File: config.mk
export PLATFORM = sky130hd
export DESIGN_NAME = res_top
export DESIGN_NICKNAME = d
export VERILOG_FILES = /design/src/res_pkg.sv /design/src/res_dly.sv /design/src/res_rail.sv /design/src/res_top.sv
export VERILOG_INCLUDE_DIRS = /design/src
export SDC_FILE = /design/constraint.sdc
export NUM_CORES = 1
export LEC_CHECK = 0
export ABC_AREA = 1
export BUFFER_PORTS_ARGS = -buffer_cell sky130_fd_sc_hd__buf_2
export CAP_MARGIN = 15
export CORE_UTILIZATION = 45
export DETAILED_ROUTE_END_ITERATION = 8
export HOLD_SLACK_MARGIN = 0.15
export PLACE_DENSITY = 0.66
export SYNTH_ARGS = -nofsm -noshare
export SYNTH_HDL_FRONTEND = slang
export SYNTH_SLANG_ARGS = --single-unit
File: constraint.sdc
create_clock -name MCLK -period 4.02 [get_ports MCLK]
set_clock_uncertainty 0.05 [all_clocks]
set_input_delay 0.402 -clock MCLK [delete_from_list [all_inputs] [get_ports MCLK]]
set_output_delay 0.402 -clock MCLK [all_outputs]
set_load 0.02 [all_outputs]
File: src/res_regs.svh
/*
  Constants of the regulator enable sequencer: clock rate, timing figures
  and the cycle counts derived from them or given directly, reset values and field positions.
  Assumes inclusion by bare name from every file that needs a constant.
*/
`ifndef RES_REGS_SVH
`define RES_REGS_SVH

// ----------------------------------------------------------------
// clock
// ----------------------------------------------------------------
`define RES_CLK_MHZ 100

// ----------------------------------------------------------------
// timing figures in their own units
// ----------------------------------------------------------------
`define RES_SHORT_TIME_US 1000
`define RES_PG_SETTLE_TIME_US 100
`define RES_DLY_UNIT_TIME_US 1000

// ----------------------------------------------------------------
// cycle counts, derived from the timing figures or given directly
// ----------------------------------------------------------------
`define RES_SHORT_CYCLES (`RES_SHORT_TIME_US * `RES_CLK_MHZ)
`define RES_PG_SETTLE_CYCLES (`RES_PG_SETTLE_TIME_US * `RES_CLK_MHZ)
`define RES_DLY_UNIT_CYCLES (`RES_DLY_UNIT_TIME_US * `RES_CLK_MHZ)
`define RES_OTP_LOAD_CYCLES 16
`define RES_RAMP_BASE_CYCLES 10

// ----------------------------------------------------------------
// reset values and field positions
// ----------------------------------------------------------------
`define RES_FLAG_RST 1'b0
`define RES_OUT_RST 1'b0
`define RES_IRQ_N_RST 1'b1
`define RES_SYNC_W 14
`define RES_SYNC_SUPPLY_BIT 13
`define RES_SYNC_PIN_BIT 12

`endif

File: src/res_pkg.sv
/*
  Types shared by the regulator enable sequencer modules.
  Assumes nothing beyond a SystemVerilog compiler.
*/
`default_nettype none
package res_pkg;

  // per output sequencing control
  typedef struct packed {
    logic on;
    logic follow;
    logic [3:0] on_dly;
    logic [3:0] off_dly;
  } res_out_cfg_t;

  // analog comparator levels of one rail
  typedef struct packed {
    logic above_short;
    logic under_ok;
    logic over_ok;
  } res_cmp_t;

  typedef enum logic [1:0] {
    ST_LOCKOUT,
    ST_CLEAR,
    ST_LOAD,
    ST_RUN
  } res_state_t;

endpackage
`default_nettype wire

File: src/res_dly.sv
/*
  One output's enable decision with pin-driven start-up and shutdown delays.
  Assumes pin_level already synchronised to clk and clr synchronous.
*/
`timescale 1ns/1ns
`default_nettype none
`include "res_regs.svh"

module res_dly #(
  parameter int CNT_W = 24,
  parameter int UNIT_CYCLES = `RES_DLY_UNIT_CYCLES
) (
  // clock and clear
  input wire logic clk,
  input wire logic clr,
  // control
  input wire res_pkg::res_out_cfg_t cfg,
  input wire logic pin_level,
  // result
  output logic out_on
);

  logic [CNT_W-1:0] cnt;
  logic [CNT_W-1:0] limit;
  logic pin_mode;
  logic target;
  logic match;
  logic expired;

  function automatic logic [CNT_W-1:0] dly_cycles(input logic [3:0] code);
    dly_cycles = CNT_W'(code) * CNT_W'(UNIT_CYCLES);
  endfunction

  assign pin_mode = cfg.on & cfg.follow;
  assign target = pin_mode ? pin_level : cfg.on;
  assign limit = dly_cycles(pin_level ? cfg.on_dly : cfg.off_dly);
  assign match = (out_on == target);
  assign expired = (cnt >= limit);

  // pin returning to its old level makes match true and drops the count
  always_ff @(posedge clk) begin
    if (clr) begin
      out_on <= `RES_OUT_RST;
      cnt <= '0;
    end else if (!pin_mode) begin
      out_on <= target;
      cnt <= '0;
    end else if (match) begin
      cnt <= '0;
    end else if (expired) begin
      out_on <= target;
      cnt <= '0;
    end else begin
      cnt <= cnt + 1'b1;
    end
  end
endmodule
`default_nettype wire

File: src/res_rail.sv
/*
  One regulator's short-circuit protection and power-good tracking.
  Assumes cmp synchronised to clk; clears are one-cycle write-one strobes.
*/
`timescale 1ns/1ns
`default_nettype none
`include "res_regs.svh"

module res_rail #(
  parameter int CNT_W = 24,
  parameter int SHORT_CYCLES = `RES_SHORT_CYCLES
) (
  // clock and clear
  input wire logic clk,
  input wire logic clr,
  // control
  input wire logic en_req,
  input wire res_pkg::res_cmp_t cmp,
  input wire logic window_sel,
  input wire logic valid_mask,
  input wire logic invalid_mask,
  input wire logic short_clr,
  input wire logic pg_clr,
  // result
  output logic on,
  output logic soft_start,
  output logic short_flag,
  output logic pg_flag,
  output logic pg_status
);

  logic [CNT_W-1:0] low_cnt;
  logic tripped;
  logic reached;
  logic next_trip;
  logic next_valid;
  logic rise;
  logic fall;

  // one counter covers both cases: never rising after enable, and sagging later
  assign next_trip = on & ~cmp.above_short & (low_cnt == CNT_W'(SHORT_CYCLES - 1));
  assign next_valid = on & cmp.under_ok & (~window_sel | cmp.over_ok);
  assign rise = next_valid & ~pg_status;
  assign fall = ~next_valid & pg_status;
  assign soft_start = on & ~reached;

  always_ff @(posedge clk) begin
    if (clr) begin
      on <= `RES_OUT_RST;
      tripped <= 1'b0;
      reached <= 1'b0;
      low_cnt <= '0;
    end else begin
      tripped <= en_req & (tripped | next_trip);
      on <= en_req & ~tripped & ~next_trip;
      reached <= on & (reached | cmp.above_short);
      low_cnt <= (on & ~cmp.above_short & ~next_trip) ? low_cnt + 1'b1 : '0;
    end
  end

  // set wins over a clear in the same cycle
  always_ff @(posedge clk) begin
    if (clr) begin
      short_flag <= `RES_FLAG_RST;
      pg_flag <= `RES_FLAG_RST;
      pg_status <= 1'b0;
    end else begin
      short_flag <= next_trip | (short_flag & ~short_clr);
      pg_flag <= (rise & ~valid_mask) | (fall & ~invalid_mask) | (pg_flag & ~pg_clr);
      pg_status <= next_valid;
    end
  end
endmodule
`default_nettype wire

File: src/res_top.sv
/*
  Regulator enable sequencer: enables of two bucks, two linear regulators and
  two general outputs, pin-driven delays, short and power-good flags, buck
  ramping, software and undervoltage reset sequencing.
  Assumes a register file outside that holds the settings, reloads defaults
  and one-time values on request, and strobes flag clears for one cycle.
*/
`timescale 1ns/1ns
`default_nettype none
`include "res_regs.svh"

module res_top #(
  parameter int SHORT_CYCLES = `RES_SHORT_CYCLES,
  parameter int PG_SETTLE_CYCLES = `RES_PG_SETTLE_CYCLES,
  parameter int DLY_UNIT_CYCLES = `RES_DLY_UNIT_CYCLES,
  parameter int OTP_LOAD_CYCLES = `RES_OTP_LOAD_CYCLES,
  parameter int RAMP_BASE_CYCLES = `RES_RAMP_BASE_CYCLES
) (
  // clock and reset
  input wire logic MCLK,
  input wire logic NRST,
  // supply and enable pin
  input wire logic ANALOG_SUPPLY_OK,
  input wire logic ENABLE_PIN,
  input wire logic ENABLE_PIN_PULLDOWN_CONTROL,
  output logic ENABLE_PIN_PULLDOWN_ON,
  // buck settings
  input wire res_pkg::res_out_cfg_t [1:0] BUCK_CFG,
  input wire logic [1:0][7:0] BUCK_VOLTAGE_SETTING,
  input wire logic [1:0][2:0] BUCK_RAMP_RATE,
  input wire logic [1:0] BUCK_FORCE_FIXED_SWITCHING,
  input wire logic [1:0] BUCK_VALID_EDGE_MASK,
  input wire logic [1:0] BUCK_INVALID_EDGE_MASK,
  input wire logic BUCK_VALIDITY_WINDOW_SELECT,
  input wire logic [1:0] BUCK_SHORT_CLEAR,
  input wire logic [1:0] BUCK_PG_CLEAR,
  input wire res_pkg::res_cmp_t [1:0] BUCK_CMP,
  // linear regulator settings
  input wire res_pkg::res_out_cfg_t [1:0] LINEAR_REG_CFG,
  input wire logic [1:0][4:0] LINEAR_REG_VOLTAGE_SETTING,
  input wire logic [1:0] LINEAR_REG_VALID_EDGE_MASK,
  input wire logic [1:0] LINEAR_REG_INVALID_EDGE_MASK,
  input wire logic LINEAR_REG_VALIDITY_WINDOW_SELECT,
  input wire logic [1:0] LINEAR_REG_SHORT_CLEAR,
  input wire logic [1:0] LINEAR_REG_PG_CLEAR,
  input wire res_pkg::res_cmp_t [1:0] LINEAR_REG_CMP,
  // general outputs and software reset
  input wire res_pkg::res_out_cfg_t [1:0] GENERAL_OUTPUT_CFG,
  input wire logic SOFTWARE_RESET_TRIGGER,
  // buck results
  output logic [1:0] BUCK_ON,
  output logic [1:0] BUCK_SOFT_START,
  output logic [1:0][7:0] BUCK_VOUT_CODE,
  output logic [1:0] BUCK_FIXED_SWITCHING,
  output logic [1:0] BUCK_SHORT_FLAG,
  output logic [1:0] BUCK_POWER_GOOD_FLAG,
  output logic [1:0] BUCK_OUTPUT_VALID_STATUS,
  // linear regulator results
  output logic [1:0] LINEAR_REG_ON,
  output logic [1:0] LINEAR_REG_SOFT_START,
  output logic [1:0][4:0] LINEAR_REG_VOUT_CODE,
  output logic [1:0] LINEAR_REG_PG_SETTLING,
  output logic [1:0] LINEAR_REG_SHORT_FLAG,
  output logic [1:0] LINEAR_REG_POWER_GOOD_FLAG,
  output logic [1:0] LINEAR_REG_OUTPUT_VALID_STATUS,
  // general outputs, interrupt and reset sequencing
  output logic GENERAL_OUTPUT_0,
  output logic GENERAL_OUTPUT_1,
  output logic INTERRUPT_PIN_ACTIVE_LOW,
  output logic REGS_TO_DEFAULT,
  output logic OTP_LOAD
);

  // ----------------------------------------------------------------
  // synchronisers
  // ----------------------------------------------------------------
  logic [`RES_SYNC_W-1:0] sync_in;
  logic [`RES_SYNC_W-1:0] sync1;
  logic [`RES_SYNC_W-1:0] sync2;
  logic supply_ok;
  logic pin_level;
  res_pkg::res_cmp_t [1:0] buck_cmp_s;
  res_pkg::res_cmp_t [1:0] ldo_cmp_s;

  assign sync_in = {ANALOG_SUPPLY_OK, ENABLE_PIN, BUCK_CMP, LINEAR_REG_CMP};

  always_ff @(posedge MCLK) begin
    if (!NRST) begin
      sync1 <= '0;
      sync2 <= '0;
    end else begin
      sync1 <= sync_in;
      sync2 <= sync1;
    end
  end

  assign supply_ok = sync2[`RES_SYNC_SUPPLY_BIT];
  assign pin_level = sync2[`RES_SYNC_PIN_BIT];
  assign buck_cmp_s = sync2[11:6];
  assign ldo_cmp_s = sync2[5:0];

  // ----------------------------------------------------------------
  // reset sequencing
  // ----------------------------------------------------------------
  res_pkg::res_state_t state;
  res_pkg::res_state_t next_state;
  logic [7:0] load_cnt;
  logic load_done;
  logic core_clr;
  logic sw_req;

  assign sw_req = SOFTWARE_RESET_TRIGGER & (state == res_pkg::ST_RUN);
  assign load_done = (load_cnt == 8'(OTP_LOAD_CYCLES - 1));
  assign core_clr = !NRST | (state != res_pkg::ST_RUN);

  always_comb begin
    next_state = state;
    case (state)
      res_pkg::ST_LOCKOUT: if (supply_ok) next_state = res_pkg::ST_LOAD;
      res_pkg::ST_CLEAR: next_state = res_pkg::ST_LOAD;
      res_pkg::ST_LOAD: if (load_done) next_state = res_pkg::ST_RUN;
      res_pkg::ST_RUN: if (sw_req) next_state = res_pkg::ST_CLEAR;
      default: next_state = res_pkg::ST_LOCKOUT;
    endcase
    if (!supply_ok) next_state = res_pkg::ST_LOCKOUT;
  end

  always_ff @(posedge MCLK) begin
    if (!NRST) begin
      state <= res_pkg::ST_LOCKOUT;
      load_cnt <= '0;
      REGS_TO_DEFAULT <= 1'b1;
      OTP_LOAD <= 1'b0;
    end else begin
      state <= next_state;
      load_cnt <= (state == res_pkg::ST_LOAD) ? load_cnt + 8'h01 : 8'h00;
      REGS_TO_DEFAULT <= (next_state == res_pkg::ST_LOCKOUT) | (next_state == res_pkg::ST_CLEAR);
      OTP_LOAD <= (next_state == res_pkg::ST_LOAD);
    end
  end

  always_ff @(posedge MCLK) begin
    if (!NRST) begin
      ENABLE_PIN_PULLDOWN_ON <= 1'b0;
    end else begin
      ENABLE_PIN_PULLDOWN_ON <= ENABLE_PIN_PULLDOWN_CONTROL;
    end
  end

  // ----------------------------------------------------------------
  // general outputs
  // ----------------------------------------------------------------
  logic [1:0] general_output_0;

  for (genvar g = 0; g < 2; g++) begin : g_gpo
    res_dly #(.UNIT_CYCLES(DLY_UNIT_CYCLES)) u_dly (
      .clk(MCLK),
      .clr(core_clr),
      .cfg(GENERAL_OUTPUT_CFG[g]),
      .pin_level(pin_level),
      .out_on(general_output_0[g])
    );
  end

  assign GENERAL_OUTPUT_0 = general_output_0[0];
  assign GENERAL_OUTPUT_1 = general_output_0[1];

  // ----------------------------------------------------------------
  // buck rails with voltage ramp
  // ----------------------------------------------------------------
  // larger rate code means a slower ramp; one code step per interval
  function automatic logic [15:0] ramp_interval(input logic [2:0] rate);
    ramp_interval = 16'(RAMP_BASE_CYCLES) << rate;
  endfunction

  logic [1:0] buck_req;
  logic [1:0] ramping;

  for (genvar b = 0; b < 2; b++) begin : g_buck
    logic [15:0] tick;
    logic [7:0] code;
    logic hold_low;

    res_dly #(.UNIT_CYCLES(DLY_UNIT_CYCLES)) u_dly (
      .clk(MCLK),
      .clr(core_clr),
      .cfg(BUCK_CFG[b]),
      .pin_level(pin_level),
      .out_on(buck_req[b])
    );

    res_rail #(.SHORT_CYCLES(SHORT_CYCLES)) u_rail (
      .clk(MCLK),
      .clr(core_clr),
      .en_req(buck_req[b]),
      .cmp(buck_cmp_s[b]),
      .window_sel(BUCK_VALIDITY_WINDOW_SELECT),
      .valid_mask(BUCK_VALID_EDGE_MASK[b]),
      .invalid_mask(BUCK_INVALID_EDGE_MASK[b]),
      .short_clr(BUCK_SHORT_CLEAR[b]),
      .pg_clr(BUCK_PG_CLEAR[b]),
      .on(BUCK_ON[b]),
      .soft_start(BUCK_SOFT_START[b]),
      .short_flag(BUCK_SHORT_FLAG[b]),
      .pg_flag(BUCK_POWER_GOOD_FLAG[b]),
      .pg_status(BUCK_OUTPUT_VALID_STATUS[b])
    );

    // code stays at zero through soft start so the climb is rate limited
    assign hold_low = core_clr | ~BUCK_ON[b] | BUCK_SOFT_START[b];
    assign ramping[b] = ~hold_low & (code != BUCK_VOLTAGE_SETTING[b]);
    assign BUCK_VOUT_CODE[b] = code;

    always_ff @(posedge MCLK) begin
      if (hold_low) begin
        code <= 8'h00;
        tick <= 16'h0000;
      end else if (!ramping[b]) begin
        tick <= 16'h0000;
      end else if (tick >= ramp_interval(BUCK_RAMP_RATE[b]) - 16'h0001) begin
        code <= (code < BUCK_VOLTAGE_SETTING[b]) ? code + 8'h01 : code - 8'h01;
        tick <= 16'h0000;
      end else begin
        tick <= tick + 16'h0001;
      end
    end

    always_ff @(posedge MCLK) begin
      if (core_clr) begin
        BUCK_FIXED_SWITCHING[b] <= 1'b0;
      end else begin
        BUCK_FIXED_SWITCHING[b] <= ramping[b] | (BUCK_ON[b] & BUCK_FORCE_FIXED_SWITCHING[b]);
      end
    end
  end

  // ----------------------------------------------------------------
  // linear rails
  // ----------------------------------------------------------------
  logic [1:0] ldo_req;

  for (genvar l = 0; l < 2; l++) begin : g_ldo
    logic [13:0] settle;
    logic [4:0] last_set;
    logic set_moved;

    res_dly #(.UNIT_CYCLES(DLY_UNIT_CYCLES)) u_dly (
      .clk(MCLK),
      .clr(core_clr),
      .cfg(LINEAR_REG_CFG[l]),
      .pin_level(pin_level),
      .out_on(ldo_req[l])
    );

    res_rail #(.SHORT_CYCLES(SHORT_CYCLES)) u_rail (
      .clk(MCLK),
      .clr(core_clr),
      .en_req(ldo_req[l]),
      .cmp(ldo_cmp_s[l]),
      .window_sel(LINEAR_REG_VALIDITY_WINDOW_SELECT),
      .valid_mask(LINEAR_REG_VALID_EDGE_MASK[l]),
      .invalid_mask(LINEAR_REG_INVALID_EDGE_MASK[l]),
      .short_clr(LINEAR_REG_SHORT_CLEAR[l]),
      .pg_clr(LINEAR_REG_PG_CLEAR[l]),
      .on(LINEAR_REG_ON[l]),
      .soft_start(LINEAR_REG_SOFT_START[l]),
      .short_flag(LINEAR_REG_SHORT_FLAG[l]),
      .pg_flag(LINEAR_REG_POWER_GOOD_FLAG[l]),
      .pg_status(LINEAR_REG_OUTPUT_VALID_STATUS[l])
    );

    assign set_moved = LINEAR_REG_ON[l] & (last_set != LINEAR_REG_VOLTAGE_SETTING[l]);
    assign LINEAR_REG_PG_SETTLING[l] = (settle != 14'h0000);

    // reference code moves with the target at once; window marks doubtful status
    always_ff @(posedge MCLK) begin
      if (core_clr) begin
        settle <= 14'h0000;
        last_set <= 5'h00;
        LINEAR_REG_VOUT_CODE[l] <= 5'h00;
      end else begin
        last_set <= LINEAR_REG_VOLTAGE_SETTING[l];
        LINEAR_REG_VOUT_CODE[l] <= LINEAR_REG_ON[l] ? LINEAR_REG_VOLTAGE_SETTING[l] : 5'h00;
        if (set_moved) begin
          settle <= 14'(PG_SETTLE_CYCLES);
        end else if (settle != 14'h0000) begin
          settle <= settle - 14'h0001;
        end
      end
    end
  end

  // ----------------------------------------------------------------
  // interrupt pin
  // ----------------------------------------------------------------
  logic any_flag;

  assign any_flag = |{BUCK_SHORT_FLAG, BUCK_POWER_GOOD_FLAG, LINEAR_REG_SHORT_FLAG, LINEAR_REG_POWER_GOOD_FLAG};

  always_ff @(posedge MCLK) begin
    if (!NRST) begin
      INTERRUPT_PIN_ACTIVE_LOW <= `RES_IRQ_N_RST;
    end else begin
      INTERRUPT_PIN_ACTIVE_LOW <= ~any_flag;
    end
  end
endmodule
`default_nettype wire

==> results.md <==
Outcome:
- The run finished with clean final reports.

Flow run:
- Max-cap violations in this run came to 0.

Timing:
- Setup repair after global routing could not meet its margin everywhere.
- Final hold analysis gives a worst-case slack of 0.192 ns.
- The worst pin sits at a relative slew slack of 49.5%.
- At the pin with the least slew margin, the transition time is 0.753 ns.
- The achievable clock frequency is 0.250 GHz.
- Counting I/O delays and the setup requirement, the final critical path takes 4.00 ns.
- The period utilization is 99.4%.
- The final number of setup-violating endpoints is 0.
- The number of hold violations in the final report came to 0.
- The number of max-slew violations in the final report came to 0.

Global routing:
- The largest net degree at the start of global routing is 33.
- The number of antenna violations at the first check in global routing is 1.
- The total global routing track utilization is 20.0%.
- The global-route wire length before repair is 96800 um.
- The via count of the first global-routing pass is 21000.
- The residual overflow from global routing is 0.

Worst setup path:
- The highest fanout seen on the critical path is 23.
- The category of the worst setup path capture point is a flop.
- The cell at the slowest stage of the critical path is dfxtp_4.
- Measured in cells, the most critical reg-to-reg path has a length of 27.
- The element type at the critical path start is a flop.
- The reg-to-reg critical path endpoint is g_buck[0].u_dly.cnt[11].
- The dominant cell type by count on the critical path is nand2_1.
- Data on the critical path arrives at its endpoint at 4.43 ns.
- STA puts the critical path data required time at 4.46 ns.
- For this run, the slowest stage of the critical path takes 0.36 ns.
- The critical path class is reg -> reg.
- Among cell families on the critical path, the largest total delay comes from simple AND/OR/NAND/NOR gates.
- The worst setup slack for register-to-register paths is 0.02 ns.
- The reg-to-reg critical path startpoint is sync2[12].
- Counting both buffers and inverters, the worst setup path holds a total of 5.

Clocking:
- At the later pin of the worst-skew pair, clock insertion delay measures 0.59 ns.
- The tree is rooted in a clkbuf_16.
- The clock tree from TritonCTS is done.
- The longest clock path from root to sink contains 3 buffers.
- The clock transition at the registers of the reported paths is 0.06 ns.
- The count of H-tree levels built during CTS is 2.
- The number of clock sinks is 410.
- The number of buffers added by the clock tree synthesis step is 46.

Synth:
- The cell type contributing the most total cell area after synthesis is dfxtp_1.
- Synthesis handed over a netlist of 3578 instances.
- Counting flops and latches in the post-synthesis netlist gives 410.
- The fraction of synthesis flops using an asynchronous set or reset pin is 0%.
- The area of the mapped netlist is 0.0256 mm2.
- The fraction of synthesized cell area taken by the top area cell type is 32.1%.
- Counting flops with a built-in enable in the synthesized netlist gives 0.
- After synthesis, the cell types taking the most area are dfxtp_1, ha_1, nand2_1.
- In this run the mean area of a mapped cell was 7.14 um2.
- The count of unique library cells instantiated by Yosys is 56.
- The most used flip-flop cell after synthesis is dfxtp_1.
- The yosys synthesis warning count is 0.
- The fraction of the yosys area taken by sequential cells is 32.1%.

Min path:
- The min-delay analysis places its worst path in the category in -> reg.
- The worst hold path terminates at g_ldo[1].u_rail.pg_status.
- The startpoint identified for the worst hold timing path is LINEAR_REG_VALIDITY_WINDOW_SELECT.
- The number of cells on the worst hold path is 6.

Final layout:
- The top cell types in the final layout, fill and taps aside, are nand2_1, inv_1, nor2_1, dfxtp_1, ha_1.
- The post-layout net count is 4371.
- The finished cells cover 0.0310 mm2.
- For this run, the number of standard cells in the final layout without fillers is 4747.
- The most common library cell in the layout ignoring fill and taps is nand2_1.
- The post-route netlist has 16.3% of its cells at a drive strength greater than 1.
- The total inserted antenna cells is 0.
- The layout overhead on the synthesized area is 21.4%.

Place:
- The HPWL after detailed placement is 43700 um.
- The cell area after placement is 0.0283 mm2.
- After detailed placement, the design holds a cell count of 4608.
- The weighted congestion at the end of routability-driven global placement is 0.885.
- In this run the tool buffered the top-level ports with 185 buffer cells.

Detailed routing:
- Wires add up to 58100 um.
- The first detailed-routing pass took 5 iterations.
- After the first detailed-routing iteration, the DRC count stood at 966.
- The per-cell routed wire length is 12.2 um.
- Once detail routing completed, the nets flagged for antenna violations numbered 0.
- After detailed routing, the number of vias per cell comes to 4.76.
- The total DRC errors in the routed layout is 0.
- The total vias in the final route is 22600.

Floorplan:
- The initial core utilization is 45.9%.
- The number of primary I/O pins is 186.
- Row generation in the floorplan step produced 86 rows.
- The die covers 0.0578 mm2.
- The chip height is 240 um.
- The placeable core region is 0.0556 mm2.
- The horizontal die dimension is 240 um.

Power:
- The analysis attributes to cell leakage a power of 13.9 nW.
- The worst vdd rail ir drop is 0.268 mV.
- The areal power density over the cells is 334 mW/mm2.
- The sum of internal, switching and leakage power is 10.4 mW.
## worst reg2reg max path: cells and delay by family, from the launching register on
family                   cells  cell delay (ns)
adder cells (fa/ha/maj)      4             0.90
AND/OR/NAND/NOR             13             1.26
buffers and inverters        5             0.61
flip-flops                   1             0.36
AO/OA/AOI/OAI                4             0.61
XOR/XNOR                     1             0.13
## worst max-delay path by stage
stage,slack [ns],start,cells past startpoint,to
global placement,-0.21,BUCK_CFG[6],25,g_buck[0].u_dly.cnt[8]
CTS,-0.01,sync2[12],23,g_ldo[0].u_dly.cnt[17]
detailed placement,-0.24,BUCK_CFG[6],25,g_buck[0].u_dly.cnt[13]
finish,0.02,sync2[12],27,g_buck[0].u_dly.cnt[11]
floorplan,-0.006,sync2[12],28,g_buck[0].u_dly.cnt[9]
global route,-0.25,sync2[12],24,g_buck[1].u_dly.cnt[16]
## state kept, by name, summed over array words and instances, names as in the netlist, 8 cells and up
signal and cells:
g_buck.u_dly.cnt 48, g_buck.u_rail.low_cnt 48, g_gpo.u_dly.cnt 48, g_ldo.u_dly.cnt 48, g_ldo.u_rail.low_cnt 48, g_buck.tick 32
g_ldo.settle 28, g_buck.code 16, sync1 14, sync2 14, LINEAR_REG_VOUT_CODE 10, g_ldo.last_set 10
load_cnt 8
## through the flow
step                      setup TNS [ns]  utilization [%]  worst slack [ns]
after floorplan                  -0.0199                -          -0.00563
after global placement             -8.01             51.0            -0.208
after detailed placement          -13.86             51.0            -0.239
after CTS                        -0.0121             54.9           -0.0118
after global routing              -19.29             55.8            -0.246
final                                  0             55.8            0.0238
## cell families (layout without fill, tap and decap cells)
kind of cell,count (synthesis),count (layout),share of synthesized area (%)
other cells,2,20,0.0294
buf+inv,585,988,9.16
simple gates,1768,1768,30.9
compound gates,348,348,7.68
fa+ha+maj,278,278,13.7
xor+xnor,187,187,6.41
flops,410,410,32.1
## layout make-up
type                       count  area (um2)
fill                        5402       24600
multi-input combinational   2601       15600
sequential                   410        8210
timing repair buffer         379        2630
inverter                     525        1980
clock buffer                  55        1240
tap                          748         936
clock inverter                29         414
## power by group
group | leakage, nW | internal (mW) | switching [mW] | total, mW
sequential | 3.31 | 4.09 | 0.00830 | 4.10
combinational | 9.78 | 0.819 | 0.875 | 1.69
clock | 0.813 | 2.80 | 1.76 | 4.56
total | 13.9 | 7.71 | 2.64 | 10.4
## metal layers
layer / GRT usage, % / wire length (um) / vias up
li1: - / - / 12300
met2: 33.4 / 26200 / 296
met5: 0 / 10 / -
met4: 4.92 / 1030 / 2
met1: 26.8 / 28600 / 9989
met3: 3.02 / 2290 / 74
## cells in the mapped netlist, types with 12 or more instances
cell	number
nor2_2	26
buf_4	26
nand3_2	12
xor2_1	128
nor3_1	119
nor4_1	27
nor2_1	483
nand4_1	76
a31oi_1	12
or2_2	26
nand3_1	153
inv_1	518
nor3_2	13
buf_2	20
a21oi_1	192
nand2_2	17
xnor2_1	59
dfxtp_1	410
nor3b_1	23
ha_1	276
nand2_1	751
o21ai_1	12
o21ai_0	74
nand3b_1	12
## repair_timing
item | 4_1_cts | 5_1_grt
resized for setup | 29 | 80
cloned | 1 | 4
setup buffers | 2 | 6
pin swaps | 6 | 24
hold endpoints to repair | 49 | 0
hold buffers | 42 | 0
setup endpoints to repair | 101 | 138
Note: power is estimated with default switching activity, not from simulation.
